--- config.mk ---
export PLATFORM = sky130hd
export DESIGN_NAME = bcseq_top
export DESIGN_NICKNAME = d
export VERILOG_FILES = /design/src/core/bcseq_pkg.sv /design/src/core/bcseq_buf2.sv /design/src/core/bcseq_top.sv
export SDC_FILE = /design/constraint.sdc
export NUM_CORES = 1
export LEC_CHECK = 0
export BUFFER_PORTS_ARGS = -buffer_cell sky130_fd_sc_hd__buf_4
export CORE_MARGIN = 2
export CORE_UTILIZATION = 30
export CTS_CLUSTER_SIZE = 12
export DETAILED_ROUTE_END_ITERATION = 7
export PLACE_DENSITY = 0.52
export SYNTH_ARGS = -nofsm -noshare
export SYNTH_HDL_FRONTEND = slang
export SYNTH_SLANG_ARGS = --single-unit
--- constraint.sdc ---
create_clock -name clk -period 7.15 [get_ports clk]
set_input_delay 1.43 -clock clk [delete_from_list [all_inputs] [get_ports clk]]
set_output_delay 1.43 -clock clk [all_outputs]
set_load 0.02 [all_outputs]
--- src/core/bcseq_pkg.sv ---
/*
 bcseq_pkg: constants, field layout, enumerations and helper functions for the
 bus interface unit command-list sequencer.
 Assumes 16-bit memory words and 5-bit device addresses.
*/
package bcseq_pkg;
	localparam int W = 16;
	localparam int AW = 16;
	// first instruction word fields
	localparam int OP_HI = 15;
	localparam int OP_LO = 14;
	localparam int RETRY_BIT = 13;
	localparam int INTR_BIT = 11;
	localparam int RDA_HI = 10;
	localparam int RDA_LO = 6;
	localparam int RSA_HI = 4;
	localparam int RSA_LO = 0;
	// second instruction word fields
	localparam int CNT_HI = 15;
	localparam int CNT_LO = 11;
	localparam int BSEL_BIT = 10;
	localparam int TDA_HI = 9;
	localparam int TDA_LO = 5;
	localparam int TSA_HI = 4;
	localparam int TSA_LO = 0;
	localparam logic [1:0] OP_HALT = 2'h0;
	localparam logic [1:0] OP_NOP = 2'h1;
	localparam logic [1:0] OP_BUS = 2'h3;
	localparam logic DIR_RX = 1'h0;
	localparam logic DIR_TX = 1'h1;
	localparam logic [1:0] RETRY_MAX = 2'h3;
	localparam logic [AW-1:0] ONE = 16'h0001;
	localparam logic [4:0] CNT_ONE = 5'h01;
	localparam logic [4:0] ZERO5 = 5'h00;
	localparam logic [4:0] MC_MFI = 5'h12;
	localparam logic [4:0] MC_BUSY_OVR = 5'h14;
	localparam logic [4:0] MC_SYS_INT = 5'h15;
	localparam logic [4:0] MC_UNDEF_LO = 5'h16;

	typedef enum logic [3:0] {
		BCS_IDLE = 4'h0,
		BCS_FETCH1 = 4'h1,
		BCS_FETCH2 = 4'h3,
		BCS_DECODE = 4'h2,
		BCS_CMD = 4'h6,
		BCS_DATA = 4'h7,
		BCS_RESULT = 4'h5,
		BCS_DONE = 4'h4,
		BCS_PAUSE = 4'hC,
		BCS_HALTED = 4'hD
	} bcseq_state_e;

	// remote-mode validity of a received mode code
	function automatic logic bcseq_remote_valid(input logic [4:0] mc);
		case (mc)
			5'h01, 5'h03, 5'h04, 5'h05, 5'h06, 5'h07, 5'h09, 5'h0A, 5'h11, 5'h12, 5'h14,
			5'h15: bcseq_remote_valid = 1'b1;
			default: bcseq_remote_valid = 1'b0;
		endcase
	endfunction : bcseq_remote_valid

	// bus command word: address, direction, subaddress, count
	function automatic logic [W-1:0] bcseq_cmd(input logic [4:0] da, input logic dir,
			input logic [4:0] sa, input logic [4:0] cnt);
		bcseq_cmd = {da, dir, sa, cnt};
	endfunction : bcseq_cmd
endpackage : bcseq_pkg

--- src/core/bcseq_buf2.sv ---
/*
 bcseq_buf2: two-entry buffer with valid/ready on both sides.
 Assumes one clock; outputs decoded from register state.
*/
`timescale 1ns/1ps
module bcseq_buf2
	import bcseq_pkg::*;
(
	input wire logic clk,
	input wire logic rst,
	input wire logic [W-1:0] in_data,
	input wire logic in_valid,
	output logic in_ready,
	output logic [W-1:0] out_data,
	output logic out_valid,
	input wire logic out_ready
);
	logic [W-1:0] mem_reg [2];
	logic wp_reg;
	logic rp_reg;
	logic [1:0] cnt_reg;
	logic push;
	logic pop;

	assign push = in_valid && in_ready;
	assign pop = out_valid && out_ready;
	assign in_ready = (cnt_reg != 2'h2);
	assign out_valid = (cnt_reg != 2'h0);
	assign out_data = mem_reg[rp_reg];

	always_ff @(posedge clk or posedge rst) begin
		if (rst) begin
			wp_reg <= 1'b0;
			rp_reg <= 1'b0;
			cnt_reg <= 2'h0;
		end else begin
			if (push)
				wp_reg <= ~wp_reg;
			if (pop)
				rp_reg <= ~rp_reg;
			cnt_reg <= cnt_reg + {1'b0, push} - {1'b0, pop};
		end
	end

	always_ff @(posedge clk) begin
		if (push)
			mem_reg[wp_reg] <= in_data;
	end
endmodule : bcseq_buf2

--- src/core/bcseq_top.sv ---
/*
 bcseq_top: command-list sequencer of a bus interface unit.
 Assumes a memory port answering one word per accepted request, a bus engine that
 takes command/data words through a two-entry buffer and reports a transfer result,
 and host control bits presented as plain same-clock ports.
*/
// Overview of operation
// - transfer address starts at data area pointer plus one, skipping tag word
// - transfer address increments after every data word stored to memory
// - remaining count loads from count field, decrements per data word stored to memory
// - remote mode sends nothing unless commanded by the master
// - instructions are two words with fixed field layout
// - op code 00 halts, sets halt flag, raises level 1 interrupt
// - nop with interrupt flag pauses until host sets continue
// - op code 11 treats remaining fields as bus transfer
// - failed transfer with retry set repeats at most three more times
// - interrupt flag and success set program interrupt flag, level 1 interrupt
// - foreign receive address produces receive command sent on bus
// - own receive address with nonzero subaddress loads transfer address
// - count field gives word count or mode code number
// - bus select clear uses first bus, set uses second
// - foreign transmit address forms transmit command; own sends no memory data and no mode payload
// - both subaddresses zero means mode command aimed at transmit address
// - equal receive and transmit addresses flag invalid instruction, interrupt
// - mode payload register is never sent on the bus; returned mode data is stored in it
// - undefined mode codes 22 to 31 expect only a status reply
// - remote mode accepts only listed mode codes, others invalid
// - remote mode code 18 stores next word in master function register, interrupts
// - code 20 clears busy-continue; code 21 raises system interrupt
// - instruction pointer holds next fetch address and advances per fetched word
// - invalid mode code sets invalid-command bit and sends status with error
`timescale 1ns/1ps
module bcseq_top
	import bcseq_pkg::*;
(
	input wire logic clk,
	input wire logic rst,
	input wire logic master_mode,
	input wire logic [4:0] own_address,
	input wire logic start,
	input wire logic [AW-1:0] start_address,
	input wire logic continue_set,
	input wire logic mode_payload_load,
	input wire logic [W-1:0] mode_payload_in,
	input wire logic busy_continue_set,
	input wire logic [AW-1:0] data_area_pointer,
	output logic mem_req,
	output logic mem_we,
	output logic [AW-1:0] mem_addr,
	output logic [W-1:0] mem_wdata,
	input wire logic mem_ack,
	input wire logic [W-1:0] mem_rdata,
	output logic [W-1:0] bus_word,
	output logic bus_word_valid,
	input wire logic bus_word_ready,
	output logic bus_word_is_cmd,
	output logic bus_select,
	output logic expect_status_only,
	input wire logic xfer_done,
	input wire logic xfer_ok,
	input wire logic rx_word_valid,
	input wire logic [W-1:0] rx_word,
	input wire logic remote_cmd_valid,
	input wire logic [4:0] remote_mode_code,
	input wire logic remote_data_valid,
	input wire logic [W-1:0] remote_data,
	output logic halt_flag,
	output logic pci_flag,
	output logic invalid_instruction_flag,
	output logic level1_irq,
	output logic [AW-1:0] instruction_pointer_register,
	output logic [AW-1:0] transfer_address_register,
	output logic [4:0] remaining_count_register,
	output logic [W-1:0] mode_payload_register,
	output logic [W-1:0] master_function_register,
	output logic master_function_irq,
	output logic system_irq,
	output logic busy_continue,
	output logic invalid_command_bit,
	output logic status_error_reply,
	output logic paused
);
	bcseq_state_e state_reg;
	logic [W-1:0] iw1_reg;
	logic [W-1:0] iw2_reg;
	logic [1:0] retry_reg;
	logic [1:0] phase_reg;
	logic mfr_wait_reg;
	logic [W-1:0] q_data;
	logic q_valid;
	logic q_ready;
	logic [W-1:0] bw_data;
	logic bw_valid;
	logic [4:0] rda, rsa, tda, tsa, cnt;
	logic is_mode, rx_own, tx_own, mem_go, rd_go, pushing, data_out;

	assign rda = iw1_reg[RDA_HI:RDA_LO];
	assign rsa = iw1_reg[RSA_HI:RSA_LO];
	assign cnt = iw2_reg[CNT_HI:CNT_LO];
	assign tda = iw2_reg[TDA_HI:TDA_LO];
	assign tsa = iw2_reg[TSA_HI:TSA_LO];
	assign is_mode = (rsa == ZERO5) && (tsa == ZERO5);
	assign rx_own = (rda == own_address);
	assign tx_own = (tda == own_address);
	assign mem_go = mem_req && mem_ack;
	assign rd_go = mem_go && !mem_we;
	assign data_out = tx_own && !is_mode;
	assign pushing = bw_valid && q_ready;
	assign bus_word_valid = q_valid;
	assign bus_word = q_data;

	bcseq_buf2 u_buf (
		.clk(clk),
		.rst(rst),
		.in_data(bw_data),
		.in_valid(bw_valid),
		.in_ready(q_ready),
		.out_data(q_data),
		.out_valid(q_valid),
		.out_ready(bus_word_ready)
	);

	// sequencer
	always_ff @(posedge clk or posedge rst) begin
		if (rst) begin
			state_reg <= BCS_IDLE;
			iw1_reg <= 16'h0000;
			iw2_reg <= 16'h0000;
			retry_reg <= 2'h0;
			phase_reg <= 2'h0;
			instruction_pointer_register <= 16'h0000;
		end else begin
			case (state_reg)
				BCS_IDLE, BCS_HALTED: begin
					if (start && master_mode) begin
						instruction_pointer_register <= start_address;
						state_reg <= BCS_FETCH1;
					end
				end
				BCS_FETCH1: begin
					if (rd_go) begin
						iw1_reg <= mem_rdata;
						instruction_pointer_register <= instruction_pointer_register + ONE;
						state_reg <= BCS_FETCH2;
					end
				end
				BCS_FETCH2: begin
					if (rd_go) begin
						iw2_reg <= mem_rdata;
						instruction_pointer_register <= instruction_pointer_register + ONE;
						retry_reg <= 2'h0;
						state_reg <= BCS_DECODE;
					end
				end
				BCS_DECODE: begin
					phase_reg <= 2'h0;
					if (iw1_reg[OP_HI:OP_LO] == OP_HALT)
						state_reg <= BCS_HALTED;
					else if (iw1_reg[OP_HI:OP_LO] == OP_NOP)
						state_reg <= iw1_reg[INTR_BIT] ? BCS_PAUSE : BCS_FETCH1;
					else if (iw1_reg[OP_HI:OP_LO] != OP_BUS)
						state_reg <= BCS_DONE;
					else if (rda == tda)
						state_reg <= BCS_HALTED;
					else
						state_reg <= BCS_CMD;
				end
				BCS_CMD: begin
					// phase 0 receive command, phase 1 transmit command
					if (phase_reg == 2'h0 && (rx_own || pushing))
						phase_reg <= 2'h1;
					if (phase_reg == 2'h1 && (tx_own || pushing))
						state_reg <= BCS_DATA;
				end
				BCS_DATA: begin
					if (is_mode && (cnt >= MC_UNDEF_LO || !data_out))
						state_reg <= BCS_RESULT;
					else if (!is_mode)
						state_reg <= BCS_RESULT;
					else if (is_mode && pushing)
						state_reg <= BCS_RESULT;
				end
				BCS_RESULT: begin
					if (xfer_done) begin
						if (xfer_ok)
							state_reg <= BCS_DONE;
						else if (iw1_reg[RETRY_BIT] && retry_reg != RETRY_MAX) begin
							retry_reg <= retry_reg + 2'h1;
							phase_reg <= 2'h0;
							state_reg <= BCS_CMD;
						end else
							state_reg <= BCS_DONE;
					end
				end
				BCS_DONE: state_reg <= BCS_FETCH1;
				BCS_PAUSE: begin
					if (continue_set)
						state_reg <= BCS_FETCH1;
				end
				default: state_reg <= BCS_IDLE;
			endcase
		end
	end

	// bus word source and bus select
	always_comb begin
		bw_valid = 1'b0;
		bw_data = 16'h0000;
		if (state_reg == BCS_CMD && phase_reg == 2'h0 && !rx_own) begin
			bw_valid = 1'b1;
			bw_data = bcseq_cmd(rda, DIR_RX, rsa, cnt);
		end else if (state_reg == BCS_CMD && phase_reg == 2'h1 && !tx_own) begin
			bw_valid = 1'b1;
			bw_data = bcseq_cmd(tda, DIR_TX, tsa, cnt);
		end else if (state_reg == BCS_DATA && is_mode && data_out && cnt < MC_UNDEF_LO) begin
			bw_valid = 1'b1;
			bw_data = mode_payload_register;
		end
	end

	always_ff @(posedge clk or posedge rst) begin
		if (rst) begin
			bus_word_is_cmd <= 1'b0;
			bus_select <= 1'b0;
			expect_status_only <= 1'b0;
		end else begin
			bus_word_is_cmd <= (state_reg == BCS_CMD);
			if (state_reg == BCS_DECODE && iw1_reg[OP_HI:OP_LO] == OP_BUS)
				bus_select <= iw2_reg[BSEL_BIT];
			expect_status_only <= is_mode && cnt >= MC_UNDEF_LO;
		end
	end

	// memory port: instruction fetch and data store for own receive; no data fetch
	always_ff @(posedge clk or posedge rst) begin
		if (rst) begin
			mem_req <= 1'b0;
			mem_we <= 1'b0;
			mem_addr <= 16'h0000;
			mem_wdata <= 16'h0000;
		end else if (mem_go) begin
			mem_req <= 1'b0;
		end else if (!mem_req) begin
			mem_we <= 1'b0;
			if (state_reg == BCS_FETCH1 || state_reg == BCS_FETCH2) begin
				mem_req <= 1'b1;
				mem_addr <= instruction_pointer_register;
			end else if (rx_word_valid && rx_own && !is_mode && state_reg == BCS_RESULT) begin
				mem_req <= 1'b1;
				mem_we <= 1'b1;
				mem_addr <= transfer_address_register;
				mem_wdata <= rx_word;
			end
		end
	end

	// transfer address and remaining count
	always_ff @(posedge clk or posedge rst) begin
		if (rst) begin
			transfer_address_register <= 16'h0000;
			remaining_count_register <= 5'h00;
		end else if (state_reg == BCS_DECODE && iw1_reg[OP_HI:OP_LO] == OP_BUS) begin
			remaining_count_register <= cnt;
			if (rx_own && rsa != ZERO5)
				transfer_address_register <= {11'h000, rsa} + ONE;
			else
				transfer_address_register <= data_area_pointer + ONE;
		end else if (mem_go && mem_we) begin
			transfer_address_register <= transfer_address_register + ONE;
			remaining_count_register <= remaining_count_register - CNT_ONE;
		end
	end

	// mode payload: host load, returned mode data
	always_ff @(posedge clk or posedge rst) begin
		if (rst)
			mode_payload_register <= 16'h0000;
		else if (rx_word_valid && is_mode && rx_own && state_reg == BCS_RESULT)
			mode_payload_register <= rx_word;
		else if (mode_payload_load)
			mode_payload_register <= mode_payload_in;
	end

	// internal status flags and level 1 interrupt
	always_ff @(posedge clk or posedge rst) begin
		if (rst) begin
			halt_flag <= 1'b0;
			pci_flag <= 1'b0;
			invalid_instruction_flag <= 1'b0;
			level1_irq <= 1'b0;
			paused <= 1'b0;
		end else begin
			level1_irq <= 1'b0;
			paused <= (state_reg == BCS_PAUSE);
			if (start)
				halt_flag <= 1'b0;
			if (start)
				invalid_instruction_flag <= 1'b0;
			if (start)
				pci_flag <= 1'b0;
			if (state_reg == BCS_DECODE && iw1_reg[OP_HI:OP_LO] == OP_HALT) begin
				halt_flag <= 1'b1;
				level1_irq <= 1'b1;
			end
			if (state_reg == BCS_DECODE && iw1_reg[OP_HI:OP_LO] == OP_BUS && rda == tda) begin
				invalid_instruction_flag <= 1'b1;
				level1_irq <= 1'b1;
			end
			if (iw1_reg[INTR_BIT] && ((state_reg == BCS_RESULT && xfer_done && xfer_ok)
					|| (state_reg == BCS_DECODE && iw1_reg[OP_HI:OP_LO] == OP_NOP))) begin
				pci_flag <= 1'b1;
				level1_irq <= 1'b1;
			end
		end
	end

	// remote-mode mode code handling
	always_ff @(posedge clk or posedge rst) begin
		if (rst) begin
			mfr_wait_reg <= 1'b0;
			master_function_register <= 16'h0000;
			master_function_irq <= 1'b0;
			system_irq <= 1'b0;
			busy_continue <= 1'b0;
			invalid_command_bit <= 1'b0;
			status_error_reply <= 1'b0;
		end else begin
			master_function_irq <= 1'b0;
			system_irq <= 1'b0;
			status_error_reply <= 1'b0;
			if (busy_continue_set)
				busy_continue <= 1'b1;
			if (mfr_wait_reg && remote_data_valid) begin
				master_function_register <= remote_data;
				master_function_irq <= 1'b1;
				mfr_wait_reg <= 1'b0;
			end
			if (!master_mode && remote_cmd_valid) begin
				if (!bcseq_remote_valid(remote_mode_code)) begin
					invalid_command_bit <= 1'b1;
					status_error_reply <= 1'b1;
				end else if (remote_mode_code == MC_MFI)
					mfr_wait_reg <= 1'b1;
				else if (remote_mode_code == MC_BUSY_OVR)
					busy_continue <= 1'b0;
				else if (remote_mode_code == MC_SYS_INT)
					system_irq <= 1'b1;
			end
		end
	end
endmodule : bcseq_top

# ---- Word level (Yosys, flattened, before mapping)
# Memories as Yosys holds them, arrays and structs flattened.
# Cells that the tools add are included.
dict set report op_classes {
  n_bitwise 6
  add_sub_neg 8
  n_eq_ne 32
  order_cmp 2
  n_reduce_logical 76
  mux 77
}
# op count
set ops {}
lappend ops {{two-way mux 16 bit} 12}
lappend ops {{two-way mux 4 bit} 14}
lappend ops {{adder 16 x 1 -> 16 bit, second input constant} 3}
lappend ops {{logical AND 1 bit} 37}
lappend ops {{one-hot mux 4 bit (9 select lines)} 1}
lappend ops {{two-way mux 1 bit} 35}
lappend ops {{one-hot mux 16 bit (2 select lines)} 1}
lappend ops {{!= test 2 bit, second input constant} 12}
lappend ops {{two-way mux 2 bit} 10}
lappend ops {{nonzero test 2 bit} 9}
lappend ops {{equality test 4 x 3 -> 1 bit, second input constant} 4}
lappend ops {{equality test 5 bit} 3}
lappend ops {{equality test 5 bit, second input constant} 3}
lappend ops {{zero test 5 bit} 2}
lappend ops {{two-way mux 5 bit} 2}
lappend ops {{AND reduction 5 bit} 2}
lappend ops {{equality test 4 x 2 -> 1 bit, second input constant} 2}
lappend ops {{equality test 4 bit, second input constant} 2}
lappend ops {{AND reduction 2 bit} 4}
lappend ops {{AND reduction 7 bit} 1}
lappend ops {{adder 5 x 1 -> 6 bit, second input constant} 1}
lappend ops {{zero test 1 bit} 6}
lappend ops {{inverter 1 bit} 6}
lappend ops {{one-hot mux 2 bit (3 select lines)} 1}
lappend ops {{other kinds (20)} 28}
dict set report word_totals {
  inputBits 120
  wordCells 234
  mem_bits_rw 32
  memories 2
  mem_bits_ro 32
  ff_bits 161
}
# memory words word_bits read_ports rd_ports_with_merged_regs wr line_no
set memory_table {}
lappend memory_table {{(no name shown)} 32 1 1 0 0 bcseq_pkg.sv:55} ;# case (mc)
lappend memory_table {u_buf.mem_reg 2 16 1 0 1 bcseq_buf2.sv:18} ;# logic [W-1:0] mem_reg [2];

# ---- Logic depth before layout (Yosys ltp)
# Gate-level depths: netlist (run 1).
dict set report depth {
  word_depth 15
  ltp_mapped 9
  ltp_nobuf 7
}

# ---- By module
# From an unflattened synthesis (run 1), not the netlist that was laid out.
dict set report unflattened {
  cells_unflattened 816
  area_unflattened_um2 9316.4
}
# module seq_area_each_um2 instances cells_each area_per_inst_um2
set modules_own_cells {}
lappend modules_own_cells {bcseq_top 3853.7 1 748 7950.1}
lappend modules_own_cells {bcseq_buf2 1061.0 1 68 1366.3}

# ---- Least setup slack after synthesis (run 1)
# OpenSTA, ideal clock, no wires.
dict set report synth_timing {
  path_kind {input -> register}
  from {input port own_address[4]}
  to {register mem_wdata[6]}
  t_required_ps 7025
  arrival_time_ps 3106
  stages 7
  setup_slack_ps 3919
  path_buffers 2
  cell_sequence {xnor2_1 nand3_1 or4b_4 or2_1 buf_6 buf_6 mux2_4}
}
dict set report synth_between {
  elab_chain_len 5
}
# element line_no
set synth_lines {}
lappend synth_lines {{start: declaration} bcseq_top.sv:39} ;# input wire logic [4:0] own_address,
lappend synth_lines {{equality test 5 bit} bcseq_top.sv:103} ;# assign rx_own = (rda == own_address);
lappend synth_lines {{logical AND 1 bit (3 in a row)} bcseq_top.sv:248} ;# end else if (rx_word_valid && rx_own && !is_mode && state_reg == BCS_RESULT) begin
lappend synth_lines {{AND reduction 4 bit (no source line)} n/a}
lappend synth_lines {{end signal: assignment} bcseq_top.sv:252} ;# mem_wdata <= rx_word;
lappend synth_lines {{end: declaration} bcseq_top.sv:50} ;# output logic [W-1:0] mem_wdata,
# Every way passes these cells.
# A chain may end at the register's enable or synchronous reset.

# ---- Worst setup path after layout (run 1)
dict set report layout_timing {
  from {register u_buf.rp_reg}
  to {output port bus_word[5]}
}
dict set report layout_between {
  elab_chain_len 1
}
# element line_no
set layout_lines {}
lappend layout_lines {{start: declaration} bcseq_buf2.sv:20} ;# logic rp_reg;
lappend layout_lines {{start signal: assignment} bcseq_buf2.sv:40} ;# rp_reg <= ~rp_reg;
lappend layout_lines {{memory (2 x 16 bit)} n/a}
lappend layout_lines {{end: declaration} bcseq_top.sv:53} ;# output logic [W-1:0] bus_word,
# Every way passes these cells.

==> results of run 1 <==
metrics by stage:
stage / cells / instance area (um2)
final: 1478 / 12200
after global routing: 1478 / 12200
after CTS: 1478 / 12200
after detailed placement: 1446 / 11600
after global placement: 1446 / 11600
after floorplan: 828 / 9290
critical path: cells and delay by family, from the launching register on:
family	cells	cell delay [ns]
flops	1	0.83
buf+inv	1	0.16
mux	1	0.43
kinds of logic after synthesis:
logic type      share of synthesized area, %
compound gates                          12.2
flops                                   52.9
buf+inv                                 2.84
xor+xnor                                4.62
fa+ha+maj                               1.59
simple gates                            14.1
mux                                     11.7
layout make-up:
type / instances / area [um2] / share of cell area (%)
clock buffers: 17 / 425 / 3.48
clock inverters: 15 / 235 / 1.92
inverters: 25 / 98.8 / 0.808
multi-input cells: 575 / 4120 / 33.6
flip-flops and latches: 190 / 4910 / 40.2
well taps: 396 / 495 / 4.05
repair buffers: 260 / 1950 / 16.0
Yosys cell counts (6+ instances only):
| library cell | n | area [um2] |
|---|---|---|
| dfrtp_1 | 158 | 3950 |
| mux2_2 | 76 | 856 |
| nand2_1 | 65 | 244 |
| nor2_1 | 46 | 173 |
| o21ai_0 | 44 | 220 |
| nand3_1 | 35 | 175 |
| clkbuf_1 | 33 | 124 |
| edfxtp_1 | 32 | 961 |
| xnor2_1 | 31 | 272 |
| a21oi_1 | 29 | 145 |
| inv_1 | 24 | 90.1 |
| or3_1 | 20 | 125 |
| and3_1 | 19 | 119 |
| mux2i_1 | 19 | 190 |
| xor2_1 | 18 | 158 |
| o221a_2 | 16 | 180 |
| nor3_1 | 13 | 65.1 |
| a22o_1 | 11 | 96.3 |
| ha_1 | 11 | 138 |
| nand4_1 | 10 | 62.6 |
| o22ai_1 | 10 | 62.6 |
| a31oi_1 | 6 | 37.5 |
| nor4_1 | 6 | 37.5 |
| or2_2 | 6 | 37.5 |
power by group through the flow:
| stage | combinational, mW | clock, mW | sequential (mW) |
|---|---|---|---|
| CTS | 1.83 | 1.08 | 1.81 |
| detailed placement | 1.83 | 0 | 1.83 |
| global route | 1.99 | 1.12 | 1.88 |
| finish | 1.81 | 1.04 | 1.82 |
| floorplan | 1.03 | 0 | 1.87 |
| global placement | 1.80 | 0 | 1.83 |
metal layers:
layer	wire (um)	global-route usage (%)	part of all wire (%)	up-vias
met1	12900	23.8	47	3684
met2	13000	26.8	47	201
met4	366	4.85	1.3	0
li1	-	-	-	3522
met5	0	0	0	-
met3	1450	4.27	5.2	22
worst paths after layout:
kind | startpoint | to | cells after the start
hold reg to reg | invalid_command_bit | invalid_command_bit | 1
setup / recovery | u_buf.rp_reg | bus_word[5] | 2
hold / removal | invalid_command_bit | invalid_command_bit | 1
max in group asynchronous | rst | state_reg[0] | 3
min in group asynchronous | rst | mode_payload_register[14] | 2
setup reg to reg | state_reg[0] | iw1_reg[2] | 4
==> impl_results.md, run 1 <==
- Status: complete, no violations
- Crit path kind: flip-flop to output pin
- Seq/Total Area, Yosys: between 50 and 60%
- CTS H-tree depth: 4
- GPL Wtd Cong: 0.798
- FF+latch count, synth: 190
- WL final: between 20000 and 30000 um
- Post-synth EDFFs: 32
- Fill cells: 3000
- Die Wd: about 180 um
- Fmax achieved: 0.303 GHz
- P_sw: 1.92 mW
- CP max-delay cell: dfrtp_1
- Reg power frac: 38.9%
- Most common cell after layout, fill and taps aside: buf_4
- Final Hold Vio Count: 0
- Critical path arrival: 1.87 ns
- Synth Cell Area: a little over 0.009 mm2
- Min Hold Slack: slightly above 0.5 ns
- Post-synth ARST share: just over 80%
- Initial DRT Pass Iterations: 5
- CTS buffer count: 17
- Clock Path Buffers: 2
- Mapped Cells: around 830
- CTS tree: done
- CP Max Fanout: 17
- Min Tclk post-route: 3.30 ns
- Slew Limit Fails: 0
- Largest net degree at the start of global routing: 93
- Max FFs per register: 32
- Rel. slew slack: 25.9%
- Initial antenna violation count: 0
- Tcrit/Tclk final: 46.2%
- Yosys warning count: 0
- Nets: 1200
- Final HPWL DP: between 20000 and 25000 um
- Postcts setup bufs: 0
- Total grt overflow: 0
- GRT Resource Usage Total: 17.2%
- DRT iter0 DRCs: 436
- Most frequent cells in the layout: buf_4, dfrtp_1, mux2_2
- Synthesized Nets: 959
- Vias/cell: between 5 and 6
- Vias in the first global route: 7410
- Share of cells above drive strength 1: 37.2%
- First-pass GRT wire length: between 40000 and 50000 um
- Cts repair resizes: 0
- Post-synth cell types: 70
- Worst-path cell chain: mux2_2 -> buf_4
- Critical Path Start Type: flip-flop
- Switch share: 41.1%
- DP Worst Slack: between 3 and 4 ns
- CTS Sinks: between 150 and 200
- Syn Area/Cell: around 11 um2
- Gate power share: between 30% and 40%
- Required time worst endpoint: ~5.7 ns
- N_diodes: 0
- Top-level port count: around 250
- DR DRC count: 0
- Die Y: 180 um
- Clock Latency Late Sink: approximately 0.45 ns
- P per Cell Area: between 300 and 400 mW/mm2
- # hold bufs at CTS: 0
- Main synth FF type: dfrtp_1
- Die area: between 0.03 and 0.04 mm2
- Area Overhead vs Synth: 31.8%
- Setup Viol. Count Final: 0
- CP max stage delay: approximately 0.83 ns
- Clock share of power: approximately 22%
- Clock root buffer: clkbuf_16
- Max cap viols: 0
- Initial core utilization: a little under a third
- Clk slew on worst S/H paths: roughly 0.090 ns
- VDD IR-drop max: ~170 uV
- DR vias: approximately 7400
- Cell internal pwr: 2.75 mW
- RSZ-0062 raised after global routing: false
- Rows: 64
- Worst slew pin tran: approximately 1.1 ns
- Final core utilization: about two fifths
- R2r setup slk: about 4.1 ns
- Crit end category: output pin
- PnR worst setup slack: 3.85 ns
- Static leakage: 5.42 nW
- Final total power: 4.67 mW
- Port Buffers: 252
- Hold Path Class: flip-flop to flip-flop
- Post-route ant nets: 0
- Routed WL per cell: 18.8 um
- Core area: around 0.031 mm2
- Clock skew: ~0.018 ns
- Final TNS setup: 0 ns
Note: power is estimated with default switching activity, not from simulation.
==> run 2: changes to the inputs <==
- PLACE_DENSITY: 0.52 -> 0.53
- clock period: 7.15 -> 2.8 ns (I/O delays scaled with it)
==> impl_results.md, run 2 (synthesis gave the netlist of run 1 again) <==
- Top-level port count: roughly 250
- CTS Sinks: 190
- Setup Viol. Count Final: 0
- GPL Wtd Cong: 0.811
- Die Y: 180 um
- Routed WL per cell: between 15 and 20 um
- Max FFs per register: 32
- VDD IR-drop max: 518 uV
- Clock Path Buffers: 2
- Initial core utilization: between 30% and 40%
- Min Tclk post-route: about 2.5 ns
- Post-route ant nets: 0
- Slew Limit Fails: 0
- CTS tree: done
- Top delay family on crit path: simple AND/OR/NAND/NOR gates
- Clk slew on worst S/H paths: 0.08 ns
- Hold Path Class: primary input to asynchronous set/reset pin
- Share of cells above drive strength 1: about 38%
- N_diodes: 0
- RSZ-0062 raised after global routing: false
- Clock Latency Late Sink: roughly 0.44 ns
- Required time worst endpoint: around 3.1 ns
- Crit end category: flip-flop
- Static leakage: 5.48 nW
- Cts repair resizes: 0
- WP buf/inv: 2
- CTS H-tree depth: 4
- CP Max Fanout: 26
- Most common cell after layout, fill and taps aside: buf_4
- Clock root buffer: clkbuf_16
- Die Wd: about 180 um
- Final core utilization: between 40% and 50%
- Nets: approximately 1200
- Vias/cell: 4.95
- CP max stage delay: around 0.43 ns
- Clock skew: approximately 0.011 ns
- WL final: about 28000 um
- Vias in the first global route: approximately 7300
- Largest net degree at the start of global routing: 49
- Most frequent cells in the layout: buf_4, dfrtp_1, mux2_2
- Rows: 64
- CTS buffer count: 17
- Worst slew pin tran: 1.26 ns
- Final HPWL DP: slightly above 20000 um
- GRT Resource Usage Total: 17.3%
- DRT iter0 DRCs: about 390
- First-pass GRT wire length: 43800 um
- Final Hold Vio Count: 0
- Port Buffers: roughly 250
- Initial DRT Pass Iterations: 4
- Initial antenna violation count: 0
- Critical path arrival: 2.80 ns
- Critical Path Start Type: flip-flop
- Core area: 0.0305 mm2
- P per Cell Area: between 900 and 1000 mW/mm2
- CP max-delay cell: dfrtp_1
- Fmax achieved: 0.404 GHz
- Rel. slew slack: roughly 16%
- Status: complete, no violations
- DR DRC count: 0
- Crit path kind: flip-flop to flip-flop
- DR vias: between 7000 and 8000
- Postcts setup bufs: 0
- Die area: 0.0324 mm2
- Fill cells: 2954
- Worst-path cell chain: inv_1 -> ha_1 -> nor4b_1 -> nand3_1 -> or4b_4 -> or2_1 -> buf_12 -> mux2_2
- Final TNS setup: 0 ns
- Area Overhead vs Synth: 32.7%
- # hold bufs at CTS: 0
- Max cap viols: 0
- Tcrit/Tclk final: between 80% and 90%
- Total grt overflow: 0
==> run 2: cell count changes in the layout (fill, tap and decap cells not counted), sizes merged <==
| cell | previous run | this run |
|---|---|---|
| clkinvlp | 0 | 2 |
| bufinv | 0 | 1 |
| buf | 260 | 274 |
| clkinv | 7 | 8 |
| inv | 33 | 29 |
==> run 2: per-layer routing <==
metal / GRT usage [%] / share of wire [%]
met5: 0 / 0
met1: 23.8 / 46
met3: 4.03 / 5.3
met4: 5.37 / 1.9
met2: 26.9 / 47
==> run 2: stage by stage <==
step	setup slack [ns]	total power [mW]	instance area (um2)	instances	hold slack (ns)
6_report	0.323	11.9	12300	1492	0.244
5_1_grt	0.204	12.7	12300	1492	0.281
4_1_cts	0.310	12.0	12300	1492	0.253
3_5_place_dp	0.194	9.44	11700	1460	0.459
3_3_place_gp	0.279	9.39	11700	1460	0.465
2_1_floorplan	0.239	7.42	9290	828	0.433
==> run 2: path summary, 6_finish.rpt <==
| kind | depth (start not counted) | start | slack, ns | end |
|---|---|---|---|---|
| max in group asynchronous | 3 | rst | 1.86 | mem_addr[12] |
| worst min register to register | 1 | invalid_command_bit | 0.49 | invalid_command_bit |
| worst max-delay path | 8 | iw1_reg[0] | 0.32 | mem_wdata[9] |
| min in group clk | 2 | remote_data_valid | 0.30 | mfr_wait_reg |
| worst max register to register | 8 | iw1_reg[0] | 0.32 | mem_wdata[9] |
| worst min-delay path | 2 | rst | 0.24 | iw1_reg[2] |
==> run 2: final cells by class <==
cell class | count | area (um2) | share of cell area [%]
Sequential cell | 190 | 4910 | 39.9
Multi-Input combinational cell | 575 | 4120 | 33.4
Timing Repair Buffer | 274 | 2110 | 17.1
Tap cell | 396 | 495 | 4.02
Clock buffer | 17 | 425 | 3.45
Clock inverter | 15 | 173 | 1.40
Inverter | 25 | 97.6 | 0.792
==> run 2: report_power, final <==
| group | switching (mW) | internal [mW] | total, mW |
|---|---|---|---|
| registers | 0.926 | 3.58 | 4.51 |
| clock network | 1.21 | 1.27 | 2.48 |
| logic | 2.64 | 2.24 | 4.88 |
==> run 2: worst reg2reg max path: cells and delay by family (launching register included) <==
| kind | cells | cell delay (ns) |
|---|---|---|
| AND/OR/NAND/NOR | 4 | 1.10 |
| flip-flops | 1 | 0.43 |
| multiplexers | 1 | 0.37 |
| buffers and inverters | 2 | 0.32 |
| adder cells (fa/ha/maj) | 1 | 0.14 |
